==> src/pbc_consts.vh <==
`ifndef PBC_CONSTS_VH
`define PBC_CONSTS_VH

// ----------------------------------------
// register addresses, reset values and masks
// ----------------------------------------
`define PBC_ADDR_W 32
`define PBC_PORT_B_ADDR 32'hFFFF8390
`define PBC_PORT_C_ADDR 32'hFFFF8392
`define PBC_PORT_B_RESET 16'h0000
`define PBC_PORT_C_RESET 16'h0000
`define PBC_PORT_B_MASK 16'h03FF
`define PBC_PORT_B_SMALL_MASK 16'h03FC

// ----------------------------------------
// access sizes and operating modes
// ----------------------------------------
`define PBC_SIZE_BYTE 2'h0
`define PBC_SIZE_HALF 2'h1
`define PBC_SIZE_WORD 2'h2
`define PBC_MODE_EXT0 2'h0
`define PBC_MODE_EXT1 2'h1
`define PBC_MODE_EXT_ROM 2'h2
`define PBC_MODE_SINGLE 2'h3

`endif

==> src/pbc_lane.v <==
`timescale 1ns/1ns
`include "pbc_consts.vh"

// merges a bus write into one 16-bit data register
module pbc_lane (
  // access
  input wire [1:0] size,
  input wire byte_sel,
  input wire [31:0] wdata,
  // register
  input wire [15:0] cur,
  input wire [15:0] keep_mask,
  output reg [15:0] nxt
);
  reg [15:0] raw;

  always @* begin
    raw = cur;
    if (size == `PBC_SIZE_BYTE) begin
      if (byte_sel == 1'b0) begin
        raw = {wdata[7:0], cur[7:0]};
      end else begin
        raw = {cur[15:8], wdata[7:0]};
      end
    end else begin
      raw = wdata[15:0];
    end
    nxt = raw & keep_mask;
  end
endmodule

==> src/pbc_pin_mux.v <==
`timescale 1ns/1ns
`include "pbc_consts.vh"

// per-pin output selection and readback
module pbc_pin_mux #(
  parameter WIDTH = 16
) (
  // control
  input wire [WIDTH-1:0] dir,
  input wire [WIDTH-1:0] alt_sel,
  input wire [WIDTH-1:0] alt_out,
  input wire [WIDTH-1:0] alt_oe_n,
  // data
  input wire [WIDTH-1:0] data,
  input wire [WIDTH-1:0] pin_in,
  output wire [WIDTH-1:0] pin_out,
  output wire [WIDTH-1:0] pin_oe_n,
  output wire [WIDTH-1:0] rd_val
);
  assign pin_out = (alt_sel & alt_out) | (~alt_sel & data);
  assign pin_oe_n = (alt_sel & alt_oe_n) | (~alt_sel & ~dir);
  assign rd_val = (dir & data) | (~dir & pin_in);
endmodule

==> src/pbc_ports.v <==
// Decided for this implementation: the plain strobed port.
`timescale 1ns/1ns
`include "pbc_consts.vh"

module pbc_ports #(
  parameter SMALL_VARIANT = 0
) (
  // clock and power-on reset
  input wire clk,
  input wire reset,
  // register port
  input wire [31:0] addr,
  input wire [1:0] size,
  input wire [31:0] wdata,
  input wire wr,
  input wire rd,
  output reg [31:0] rdata,
  // mode and direction
  input wire [1:0] mode,
  input wire [9:0] port_b_direction,
  input wire [15:0] port_c_direction,
  input wire [9:0] port_b_alt_sel,
  input wire [9:0] port_b_alt_out,
  input wire [9:0] port_b_alt_oe_n,
  input wire [15:0] port_c_addr_sel,
  input wire [15:0] ext_addr,
  // pins
  input wire [9:0] port_b_in,
  output wire [9:0] port_b_out,
  output wire [9:0] port_b_oe_n,
  input wire [15:0] port_c_in,
  output wire [15:0] port_c_out,
  output wire [15:0] port_c_oe_n
);
  // ----------------------------------------
  // decode
  // ----------------------------------------
  reg [15:0] port_b_pin_data_r;
  reg [15:0] port_c_pin_data_r;
  wire [15:0] b_nxt;
  wire [15:0] c_nxt;
  wire [15:0] b_keep;
  wire [9:0] b_rd;
  wire [15:0] c_rd;
  wire [15:0] c_sel;
  wire [31:0] word_addr;
  wire hit_b_lane;
  wire hit_c_lane;
  wire hit_word;
  wire wr_b;
  wire wr_c;
  reg [31:0] rdata_nxt;

  assign word_addr = {addr[31:2], 2'b00};
  assign hit_word = (word_addr == `PBC_PORT_B_ADDR) && (size == `PBC_SIZE_WORD);
  assign hit_b_lane = (size != `PBC_SIZE_WORD) && ({addr[31:1], 1'b0} == `PBC_PORT_B_ADDR);
  assign hit_c_lane = (size != `PBC_SIZE_WORD) && ({addr[31:1], 1'b0} == `PBC_PORT_C_ADDR);
  assign wr_b = wr && (hit_b_lane || hit_word);
  // small variant keeps the port c pins but no port c register access; its accesses fall off the map
  assign wr_c = wr && (hit_c_lane || hit_word) && (SMALL_VARIANT == 0);
  assign b_keep = (SMALL_VARIANT != 0) ? `PBC_PORT_B_SMALL_MASK : `PBC_PORT_B_MASK;

  // ----------------------------------------
  // write merge
  // ----------------------------------------
  pbc_lane u_lane_b (
    .size(size),
    .byte_sel(addr[0]),
    .wdata(hit_word ? {16'h0000, wdata[31:16]} : wdata),
    .cur(port_b_pin_data_r),
    .keep_mask(b_keep),
    .nxt(b_nxt)
  );

  pbc_lane u_lane_c (
    .size(size),
    .byte_sel(addr[0]),
    .wdata(wdata),
    .cur(port_c_pin_data_r),
    .keep_mask(16'hFFFF),
    .nxt(c_nxt)
  );

  // only the power-on reset reaches here; watchdog and sleep leave it alone
  always @(posedge clk) begin
    if (reset) begin
      port_b_pin_data_r <= `PBC_PORT_B_RESET;
      port_c_pin_data_r <= `PBC_PORT_C_RESET;
    end else begin
      if (wr_b) begin
        port_b_pin_data_r <= b_nxt;
      end
      if (wr_c) begin
        port_c_pin_data_r <= c_nxt;
      end
    end
  end

  // ----------------------------------------
  // pins
  // ----------------------------------------
  pbc_pin_mux #(.WIDTH(10)) u_mux_b (
    .dir(port_b_direction),
    .alt_sel(port_b_alt_sel),
    .alt_out(port_b_alt_out),
    .alt_oe_n(port_b_alt_oe_n),
    .data(port_b_pin_data_r[9:0]),
    .pin_in(port_b_in),
    .pin_out(port_b_out),
    .pin_oe_n(port_b_oe_n),
    .rd_val(b_rd)
  );

  // address function: forced in romless modes, per pin in rom mode, never single chip
  assign c_sel = (mode == `PBC_MODE_EXT0 || mode == `PBC_MODE_EXT1) ? 16'hFFFF :
                 (mode == `PBC_MODE_EXT_ROM) ? port_c_addr_sel : 16'h0000;

  pbc_pin_mux #(.WIDTH(16)) u_mux_c (
    .dir(port_c_direction),
    .alt_sel(c_sel),
    .alt_out(ext_addr),
    .alt_oe_n(16'h0000),
    .data(port_c_pin_data_r),
    .pin_in(port_c_in),
    .pin_out(port_c_out),
    .pin_oe_n(port_c_oe_n),
    .rd_val(c_rd)
  );

  // ----------------------------------------
  // read
  // ----------------------------------------
  always @* begin
    rdata_nxt = 32'h00000000;
    if (rd) begin
      if (hit_word) begin
        rdata_nxt = {6'h00, b_rd & b_keep[9:0], c_rd};
        if (SMALL_VARIANT != 0) begin
          rdata_nxt[15:0] = 16'h0000;
        end
      end else if (hit_b_lane) begin
        rdata_nxt[15:0] = {6'h00, b_rd & b_keep[9:0]};
        if (size == `PBC_SIZE_BYTE) begin
          rdata_nxt = {24'h000000, addr[0] ? rdata_nxt[7:0] : rdata_nxt[15:8]};
        end
      end else if (hit_c_lane && SMALL_VARIANT == 0) begin
        rdata_nxt[15:0] = c_rd;
        if (size == `PBC_SIZE_BYTE) begin
          rdata_nxt = {24'h000000, addr[0] ? c_rd[7:0] : c_rd[15:8]};
        end
      end
    end
  end

  always @(posedge clk) begin
    if (reset) begin
      rdata <= 32'h00000000;
    end else begin
      rdata <= rdata_nxt;
    end
  end
endmodule

==> config.mk <==
export PLATFORM = sky130hd
export DESIGN_NAME = pbc_ports
export DESIGN_NICKNAME = d
export VERILOG_FILES = /design/src/pbc_lane.v /design/src/pbc_pin_mux.v /design/src/pbc_ports.v
export VERILOG_INCLUDE_DIRS = /design/src
export SDC_FILE = /design/constraint.sdc
export NUM_CORES = 1
export LEC_CHECK = 0
export ABC_AREA = 1
export BUFFER_PORTS_ARGS = -buffer_cell sky130_fd_sc_hd__buf_2
export CAP_MARGIN = 20
export CORE_AREA = 2 2 104 106
export DETAILED_ROUTE_END_ITERATION = 8
export DIE_AREA = 0 0 106 108
export MAX_ROUTING_LAYER = met4
export PLACE_DENSITY = 0.69
export SLEW_MARGIN = 20
export SYNTH_ARGS = -nofsm -noshare
export SYNTH_HDL_FRONTEND = slang
export SYNTH_SLANG_ARGS = --single-unit
==> constraint.sdc <==
create_clock -name clk -period 1.4 [get_ports clk]
set_clock_uncertainty 0.15 [all_clocks]
set_input_delay 0.07 -clock clk [delete_from_list [all_inputs] [get_ports clk]]
set_output_delay 0.07 -clock clk [all_outputs]
set_load 0.1 [all_outputs]
* After elaboration in Yosys (flattened, before gate mapping)
Index checks and enable logic that the tools add are counted.
** Word-level totals
- Word-level logic and storage cells :: 66
- Flip-flop bits (word level) :: 58
- Bits of input ports :: 186
** Cells by class
- Eq/ne operators :: 9
- Bitwise gates (word level) :: 21
- Reductions and logical operators :: 16
- Mux-type cells :: 14
** Operator list (number)
- 16-bit 2-to-1 mux :: 7
- 16-bit AND :: 5
- 31-bit equality test (second input constant) :: 2
- 10-bit AND :: 6
- 10-bit 2-to-1 mux :: 4
- 16-bit inverter :: 2
- 16-bit OR :: 2
- 30-bit equality test (second input constant) :: 1
- 10-bit OR :: 3
- 26-bit 2-to-1 mux :: 1
- 10-bit inverter :: 2
- 8-bit 2-to-1 mux :: 2
- 2-bit AND reduction :: 4
- 2-bit inequality test (second input constant) :: 3
- 1-bit logical AND :: 5
- 2-bit equality test (second input constant) :: 2
- 2-bit zero test :: 2
- 1-bit logical OR :: 3
- 3-bit OR reduction :: 1
- 2-bit by 1-bit equality test with 1-bit output (second input constant) :: 1
- 2-bit OR reduction :: 1
- 1-bit inverter :: 1

* Logic depth before layout (Yosys ltp)
Gate-level depths: netlist (run 1).
- Depth in word-level cells :: 8
- Mapped depth :: 12
- Mapped depth without buffers :: 11

* Modules after synthesis
A second synthesis (run 1) with hierarchy kept.
** Unflattened totals
- Cell total of the unflattened synthesis :: 1002
- Area, all modules :: 5262.5 µm²
** Modules (own cells, without submodules)
- pbc_ports :: cells each 534, seq. area each 1161.1 µm², times used 1, area each 3310.7 µm²
- pbc_lane :: cells each 104, seq. area each 0.0 µm², times used 2, area each 471.7 µm²
- pbc_pin_mux (u_mux_c) :: cells each 160, seq. area each 0.0 µm², times used 1, area each 620.6 µm²
- pbc_pin_mux (u_mux_b) :: cells each 100, seq. area each 0.0 µm², times used 1, area each 387.9 µm²

* Worst setup path after synthesis (run 1)
OpenSTA, ideal clock, no wires.
- Kind :: input port to output port
- From :: input mode[0]
- To :: output port_c_out[0]
- Setup slack :: -1.387 ns
- Data required time :: 1.180 ns
- Data arrival time :: 2.567 ns
- Stages :: 3
- Path through :: clkbuf_1 > o21ai_0 > o21ai_0
** On the way
- Word-level cells in the longest chain between the ends :: 6
** Ends and longest elaborated chain
- from (decl) :: RTL line pbc_ports.v:19 : input wire [1:0] mode,
- 2-bit equality test (no line), or another cell as far along
- 16-bit 2-to-1 mux / 1-bit logical OR (equally long branches)
- 16-bit 2-to-1 mux (*) :: RTL line pbc_ports.v:115 : assign c_sel = (mode == `PBC_MODE_EXT0 || mode == `PBC_MODE_EXT1) ? 16'hFFFF :
- 16-bit inverter :: RTL line pbc_pin_mux.v:20 : assign pin_out = (alt_sel & alt_out) | (~alt_sel & data);
- 16-bit AND :: RTL line pbc_pin_mux.v:20
- 16-bit OR (*) :: RTL line pbc_pin_mux.v:20
- to (decl) :: RTL line pbc_ports.v:32 : output wire [15:0] port_c_out,
Every way passes the cells marked *; elsewhere a longest branch is shown, timed or not.

* Final worst setup path (run 1)
- From :: register port_c_pin_data_r[11]
- To :: output port_c_out[11]
** On the way
- Word-level cells in the longest chain between the ends :: 2
** Ends and longest elaborated chain
- from (decl) :: RTL line pbc_ports.v:39 : reg [15:0] port_c_pin_data_r;
- from (signal assigned) :: RTL line pbc_ports.v:88 : port_c_pin_data_r <= `PBC_PORT_C_RESET;
- from (signal assigned) :: RTL line pbc_ports.v:94 : port_c_pin_data_r <= c_nxt;
- 16-bit AND :: RTL line pbc_pin_mux.v:20
- 16-bit OR :: RTL line pbc_pin_mux.v:20
No other way between the ends.

==> flow_summary.yaml, run 1 <==
status:
  status: "complete, but fails checks"
  violations: "negative hold slack"
layout:
  post-route-util_pct: 70.3
  synthToLayoutAreaGrowth_pct: 94.2
  layout-drive-gt1-share_pct: 45.4
  final_common_cell: "buf_2"
  fin_nets: 1189
  final_cell_mix: "215 x buf_2, 203 x nand2_1, 89 x inv_1"
  stdcell_area_sq_um: 7190
power:
  power_leakage_uw: 0.00384
  ir_drop_mv: 0.406
  cellPowerDensity_nw_per_um2: 645
worst_setup_path:
  slowest_stage: "dfxtp_2"
  timing.rr.end: "rdata[1]"
  reg2reg_slack_ns: 0.11
  rr_worst_depth: 8
  r2r_start: "port_c_pin_data_r[1]"
  critical_path_class: "reg2out"
  crit_arrival_ns: 1.16
  cp-start-kind: "register"
  crit_chain: "inv_2 -> buf_6 -> o21ai_4 -> buf_12"
  slowest_delay_ns: 0.34
  crit_fanout: 2
  critical_path_buf_inv_count: 3
  end_kind: "output port"
  crit_required_ns: 1.18
  path_delay_family: "flip-flops"
timing:
  finalMaxSlewViolations: 0
  timing.final.crit_share_pct: 98.9
  finalSetupViolations: 0
  rsz0062_at_grt: "yes"
  hold_viol: 5
  max_freq_mhz: 722
  tns_ns: 0
  fin_crit_ns: 1.38
  worst_hold_slack_ns: -0.0273
  slew_headroom_pct: 65.8
  worst_pin_slew_ns: 0.516
min_path:
  whs_path_depth: 4
  hp-start: "port_b_direction[5]"
  min_path_type: "in2reg"
  hold_end: "rdata[21]"
routing:
  vias: 5405
  vias_per_cell: 4.74
  drt_iter0_markers: 305
  wl_per_cell_um: 14.1
  top_layer: "met4"
  postRouteAntennaNets: 0
  dr.pass1.iters: 5
  met3_length_um: 967
  wl_met2_mm: 8.41
  drc: 0
  met1_length_mm: 6.34
  wl_mm: 16.1
global_route:
  grt_pass1_wl_mm: 24.7
  grt_max_degree: 27
  grt.overflow.total: 0
  grt_pass1_vias: 5125
  grt_use_total_pct: 27.6
  antenna_found_initial: 1
floorplan:
  core.rowCount: 37
  ios: 270
  die_h_um: 108
  initial_utilization_pct: 36.2
  die_x_um: 106
  dieArea_sq_um: 11400
  core_sq_um: 10200
clock_tree:
  cts_buffer_depth: 2
  root_buffer: "clkbuf_8"
  clkSinkCount: 52
  cts_buffers: 5
  clkLatencyLatePin_ns: 0.30
  cts.htree.levels: 2
  cts_tree: "done"
  clk_pin_slew_ns: 0.10
place:
  portBuffers: 257
  hpwl_mm: 12.8
  gp_congestion: 0.928
  placed_area_sq_um: 6510
synthesis:
  seq_area_frac_synth_pct: 28.1
  syn_inst: 648
  yosysWarnings: 0
  syn-cell-area_sq_um: 3700
  synth.distinct_cells: 31
  synth-seq-cells: 52
  syn_avg_cell_area_sq_um: 5.71
run:
  maxCapViolations: 0
-- cells in the mapped netlist --
library cell	number	share of area, %
o22ai_1	1	0.17
o211ai_1	5	1.0
nand3_4	3	1.4
o21ai_0	67	9.1
o21a_1	6	1.2
buf_2	5	0.68
dfxtp_1	52	28
clkinv_1	3	0.30
nor3_1	1	0.14
nand4_1	10	1.7
nand2_2	5	0.84
nand3_2	1	0.27
clkbuf_2	1	0.14
nor2_1	108	11
clkbuf_1	5	0.51
nand3b_4	1	0.54
or2_2	4	0.68
nand3_1	13	1.8
a21oi_1	18	2.4
nand2_4	1	0.30
nor2_4	3	0.91
a22oi_1	6	1.2
nand3b_1	4	0.81
and2_0	1	0.17
conb_1	1	0.10
buf_6	2	0.61
inv_1	99	10
buf_4	8	1.6
nand2_1	204	21
inv_2	1	0.10
nor2_2	9	1.5
-- registers in the layout, summed over array words and instances (netlist names) --
signal	cells
port_c_pin_data_r	16
rdata	26
port_b_pin_data_r	10
-- routing by layer --
metal / track usage (%) / vias to the layer above
met3: 3.19 / 32
met1: 31.5 / 2435
met2: 52.0 / 238
li1: - / 2700
met4: 5.92 / 0
met5: - / -
-- worst max path at each step --
stage                                     start                    end  slack (ns)  depth (start not counted)
after floorplan                         mode[0]          port_c_out[0]       -0.21                          3
after global placement                 addr[10]   port_b_pin_data_r[2]       -0.15                         12
after detailed placement                size[1]  port_c_pin_data_r[10]       -0.19                          8
after CTS                 port_c_pin_data_r[10]         port_c_out[10]      0.0003                          4
after global routing       port_c_pin_data_r[9]          port_c_out[9]       -0.04                          4
final                     port_c_pin_data_r[11]         port_c_out[11]        0.02                          4
-- cell type report --
| class | count | area, sq um |
|---|---|---|
| antenna | 1 | 2.50 |
| tap | 136 | 170 |
| clock inverter | 3 | 46.3 |
| inverter | 103 | 387 |
| multi-input combinational | 478 | 2600 |
| sequential | 52 | 1060 |
| fill | 911 | 3040 |
| timing repair buffer | 363 | 2850 |
| clock buffer | 5 | 68.8 |
-- metrics by stage --
step	power, uW	setup WS (ns)	hold slack [ns]	cells
floorplan	2670	-0.206	0.0549	653
global placement	3470	-0.151	0.175	1094
detailed placement	3490	-0.187	0.179	1094
CTS	4610	0.000291	-0.0304	1133
global route	4840	-0.0398	-0.000716	1141
finish	4640	0.0158	-0.0273	1141
-- worst min-delay path, cell delays in order --
cell     delay [ns]
buf_2          0.11
nand2_1        0.06
o21ai_1        0.09
nor2_1         0.06
-- cell families (layout without fill, tap and decap cells) --
family / count (synthesis) / count (layout) / share of synthesized area (%)
buffers and inverters: 124 / 474 / 14.0
AOI/OAI and AO/OA: 103 / 103 / 15.1
other: 1 / 7 / 0.101
and+or+nand+nor: 368 / 369 / 42.7
DFF: 52 / 52 / 28.1
-- power by group --
| group | leakage [uW] | internal (uW) | switching, uW |
|---|---|---|---|
| Sequential | 0.000427 | 1480 | 0.000000254 |
| Combinational | 0.00335 | 766 | 1340 |
| Clock | 0.0000600 | 542 | 516 |
| Total | 0.00384 | 2790 | 1860 |
-- repair_timing --
action / in CTS / in global routing
pin swaps: 8 / 20
endpoints found under the setup margin: 10 / 38
setup buffers: 0 / 7
resized for setup: 12 / 56
hold buffers: 33 / 3
hold endpoints to repair: 29 / 3
gates cloned: 0 / 1
Note: power is estimated with default switching activity, not from simulation.
==> inputs of run 2 (changes only) <==
--- a/config.mk
+++ b/config.mk
@@ -9,11 +9,11 @@
 export ABC_AREA = 1
 export BUFFER_PORTS_ARGS = -buffer_cell sky130_fd_sc_hd__buf_2
 export CAP_MARGIN = 20
-export CORE_AREA = 2 2 104 106
+export CORE_AREA = 2 2 106 108
 export DETAILED_ROUTE_END_ITERATION = 8
-export DIE_AREA = 0 0 106 108
+export DIE_AREA = 0 0 108 110
 export MAX_ROUTING_LAYER = met4
-export PLACE_DENSITY = 0.69
+export PLACE_DENSITY = 0.67
 export SLEW_MARGIN = 20
 export SYNTH_ARGS = -nofsm -noshare
 export SYNTH_HDL_FRONTEND = slang
==> run 2 against run 1 <==
The flow still finishes with violations (negative hold slack); sequential cell count is the same; sequential share of layout area rose by 0.35 points; register-to-register slack hardly changed; cell area down 2.8%; hold slack worse by 0.060 ns; critical path type unchanged; highest routed layer unchanged.
==> flow_summary.yaml, run 2 (synthesized netlist as in run 1, its figures left out) <==
power:
  power.switching_uw: 1880
  sw_frac_of_total_pct: 42.1
  cellPowerDensity_nw_per_um2: 639
  comb_power_share_pct: 46.3
  pwr-share-clk_pct: 20.6
  p_seq_share_pct: 33.1
  internal_power_uw: 2590
  ir_drop_mv: 0.377
  power_leakage_uw: 0.00373
worst_setup_path:
  crit_arrival_ns: 1.17
  critical_path_class: "reg2out"
  rr_worst_depth: 7
  cp-start-kind: "register"
  crit_chain: "inv_2 -> buf_6 -> o21ai_4 -> buf_12"
  slowest_stage: "dfxtp_2"
  crit_fanout: 2
  end_kind: "output port"
  slowest_delay_ns: 0.34
  crit_required_ns: 1.18
global_route:
  grt_use_total_pct: 25.2
  grt_max_degree: 27
  antenna_found_initial: 1
  grt_pass1_vias: 4872
  grt.overflow.total: 0
  grt_pass1_wl_mm: 23.0
layout:
  largest_reg_flops: 26
  final_cell_mix: "215 x buf_2, 203 x nand2_1, 91 x nor2_1"
  largestRegisters: "rdata: 26 flops, port_c_pin_data_r: 16 flops, port_b_pin_data_r: 10 flops"
  layout-drive-gt1-share_pct: 43.9
  fillers: 969
  top_register: "rdata"
  stdcell_area_sq_um: 6990
  multiInputGateArea_sq_um: 2580
  fin_nets: 1168
  post-route-util_pct: 65.3
  seq_area_sq_um: 1060
  final_common_cell: "buf_2"
  synthToLayoutAreaGrowth_pct: 88.8
clock_tree:
  clk_pin_slew_ns: 0.10
  cts_buffer_depth: 2
  clkLatencyLatePin_ns: 0.32
  clkSinkCount: 52
  cts_tree: "done"
  root_buffer: "clkbuf_8"
  cts.htree.levels: 2
  cts_buffers: 5
timing:
  rsz0062_at_grt: "yes"
  max_freq_mhz: 718
  hold_viol: 7
  finalSetupViolations: 0
  slew_headroom_pct: 65.5
  timing.final.crit_share_pct: 99.4
  fin_crit_ns: 1.39
  worst_hold_slack_ns: -0.0876
  worst_pin_slew_ns: 0.521
  finalMaxSlewViolations: 0
routing:
  wl_per_cell_um: 13.5
  postRouteAntennaNets: 0
  drc: 0
  dr.pass1.iters: 5
  drt_iter0_markers: 302
  vias: 5134
  wl_mm: 15.2
  vias_per_cell: 4.57
status:
  violations: "negative hold slack"
  status: "complete, but fails checks"
floorplan:
  core_sq_um: 10700
  die_x_um: 108
  dieArea_sq_um: 11900
  ios: 270
  initial_utilization_pct: 34.6
  core.rowCount: 38
  die_h_um: 110
place:
  hpwl_mm: 12.6
  placed_area_sq_um: 6410
  portBuffers: 257
  gp_congestion: 0.910
run:
  maxCapViolations: 0
min_path:
  whs_path_depth: 3
  min_path_type: "in2reg"
[run 2: cell types whose count changed in the layout (fill, tap and decap cells not counted), moves of 2 or more]
cell	change
o21ai_2	+5
dfxtp_2	-4
o21ai_0	-3
buf_6	-2
dfxtp_1	+4
o21ai_4	-4
dlygate4sd3_1	-3
nor2_1	+4
buf_4	-17
o21ai_1	+2
nand3_2	-2
nor2_2	-4
[run 2: per-stage QoR]
| stage | hold WS (ns) | instances | TNS [ns] | power [uW] | worst slack (ns) |
|---|---|---|---|---|---|
| floorplan | 0.0549 | 653 | -0.758 | 2670 | -0.206 |
| global placement | 0.171 | 1082 | -6.15 | 3460 | -0.190 |
| detailed placement | 0.178 | 1082 | -7.15 | 3480 | -0.195 |
| CTS | -0.0202 | 1124 | -0.00486 | 4460 | -0.00486 |
| global route | -0.0652 | 1124 | -0.0493 | 4630 | -0.0149 |
| finish | -0.0876 | 1124 | 0 | 4470 | 0.00815 |
[run 2: layout make-up]
class,instances,area share (%)
Timing Repair Buffer,342,38.5
Clock buffer,5,0.984
Sequential cell,52,15.1
Clock inverter,3,0.394
Tap cell,140,2.51
Multi-Input combinational cell,478,36.9
Antenna cell,1,0.0358
Inverter,103,5.53
[run 2: path summary, 6_finish.rpt]
kind / start / end / slack (ns)
setup reg to reg: port_c_pin_data_r[11] / rdata[3] / 0.10
setup / recovery: port_c_pin_data_r[3] / port_c_out[3] / 0.008
hold / removal: port_b_direction[5] / rdata[21] / -0.09
hold reg to reg: port_b_pin_data_r[2] / port_b_pin_data_r[2] / 0.41
[run 2: worst max-delay path, delay by kind of cell (launching register included)]
kind                   cells  cell delay [ns]
buffers and inverters      3             0.34
AO/OA/AOI/OAI              1             0.16
flip-flops                 1             0.34
[run 2: power by group through the flow]
stage / Clock (uW) / Combinational [uW] / Sequential, uW
floorplan: 0 / 1160 / 1510
global placement: 0 / 1950 / 1510
detailed placement: 0 / 1960 / 1510
CTS: 927 / 2050 / 1480
global route: 968 / 2180 / 1480
finish: 921 / 2070 / 1480
[run 2: routing by layer]
metal | track usage (%) | wire, um
met5 | - | 0
met4 | 5.95 | 299
met3 | 3.23 | 918
met2 | 48.0 | 7950
met1 | 28.1 | 6050
[run 2: what timing repair did]
item                       CTS  global route
setup endpoints to repair   11            35
hold endpoints to repair    28             6
cloned                       0             1
buffers inserted             0             4
resized for setup            7            54
pin swaps                    7            21
hold buffers                34             1
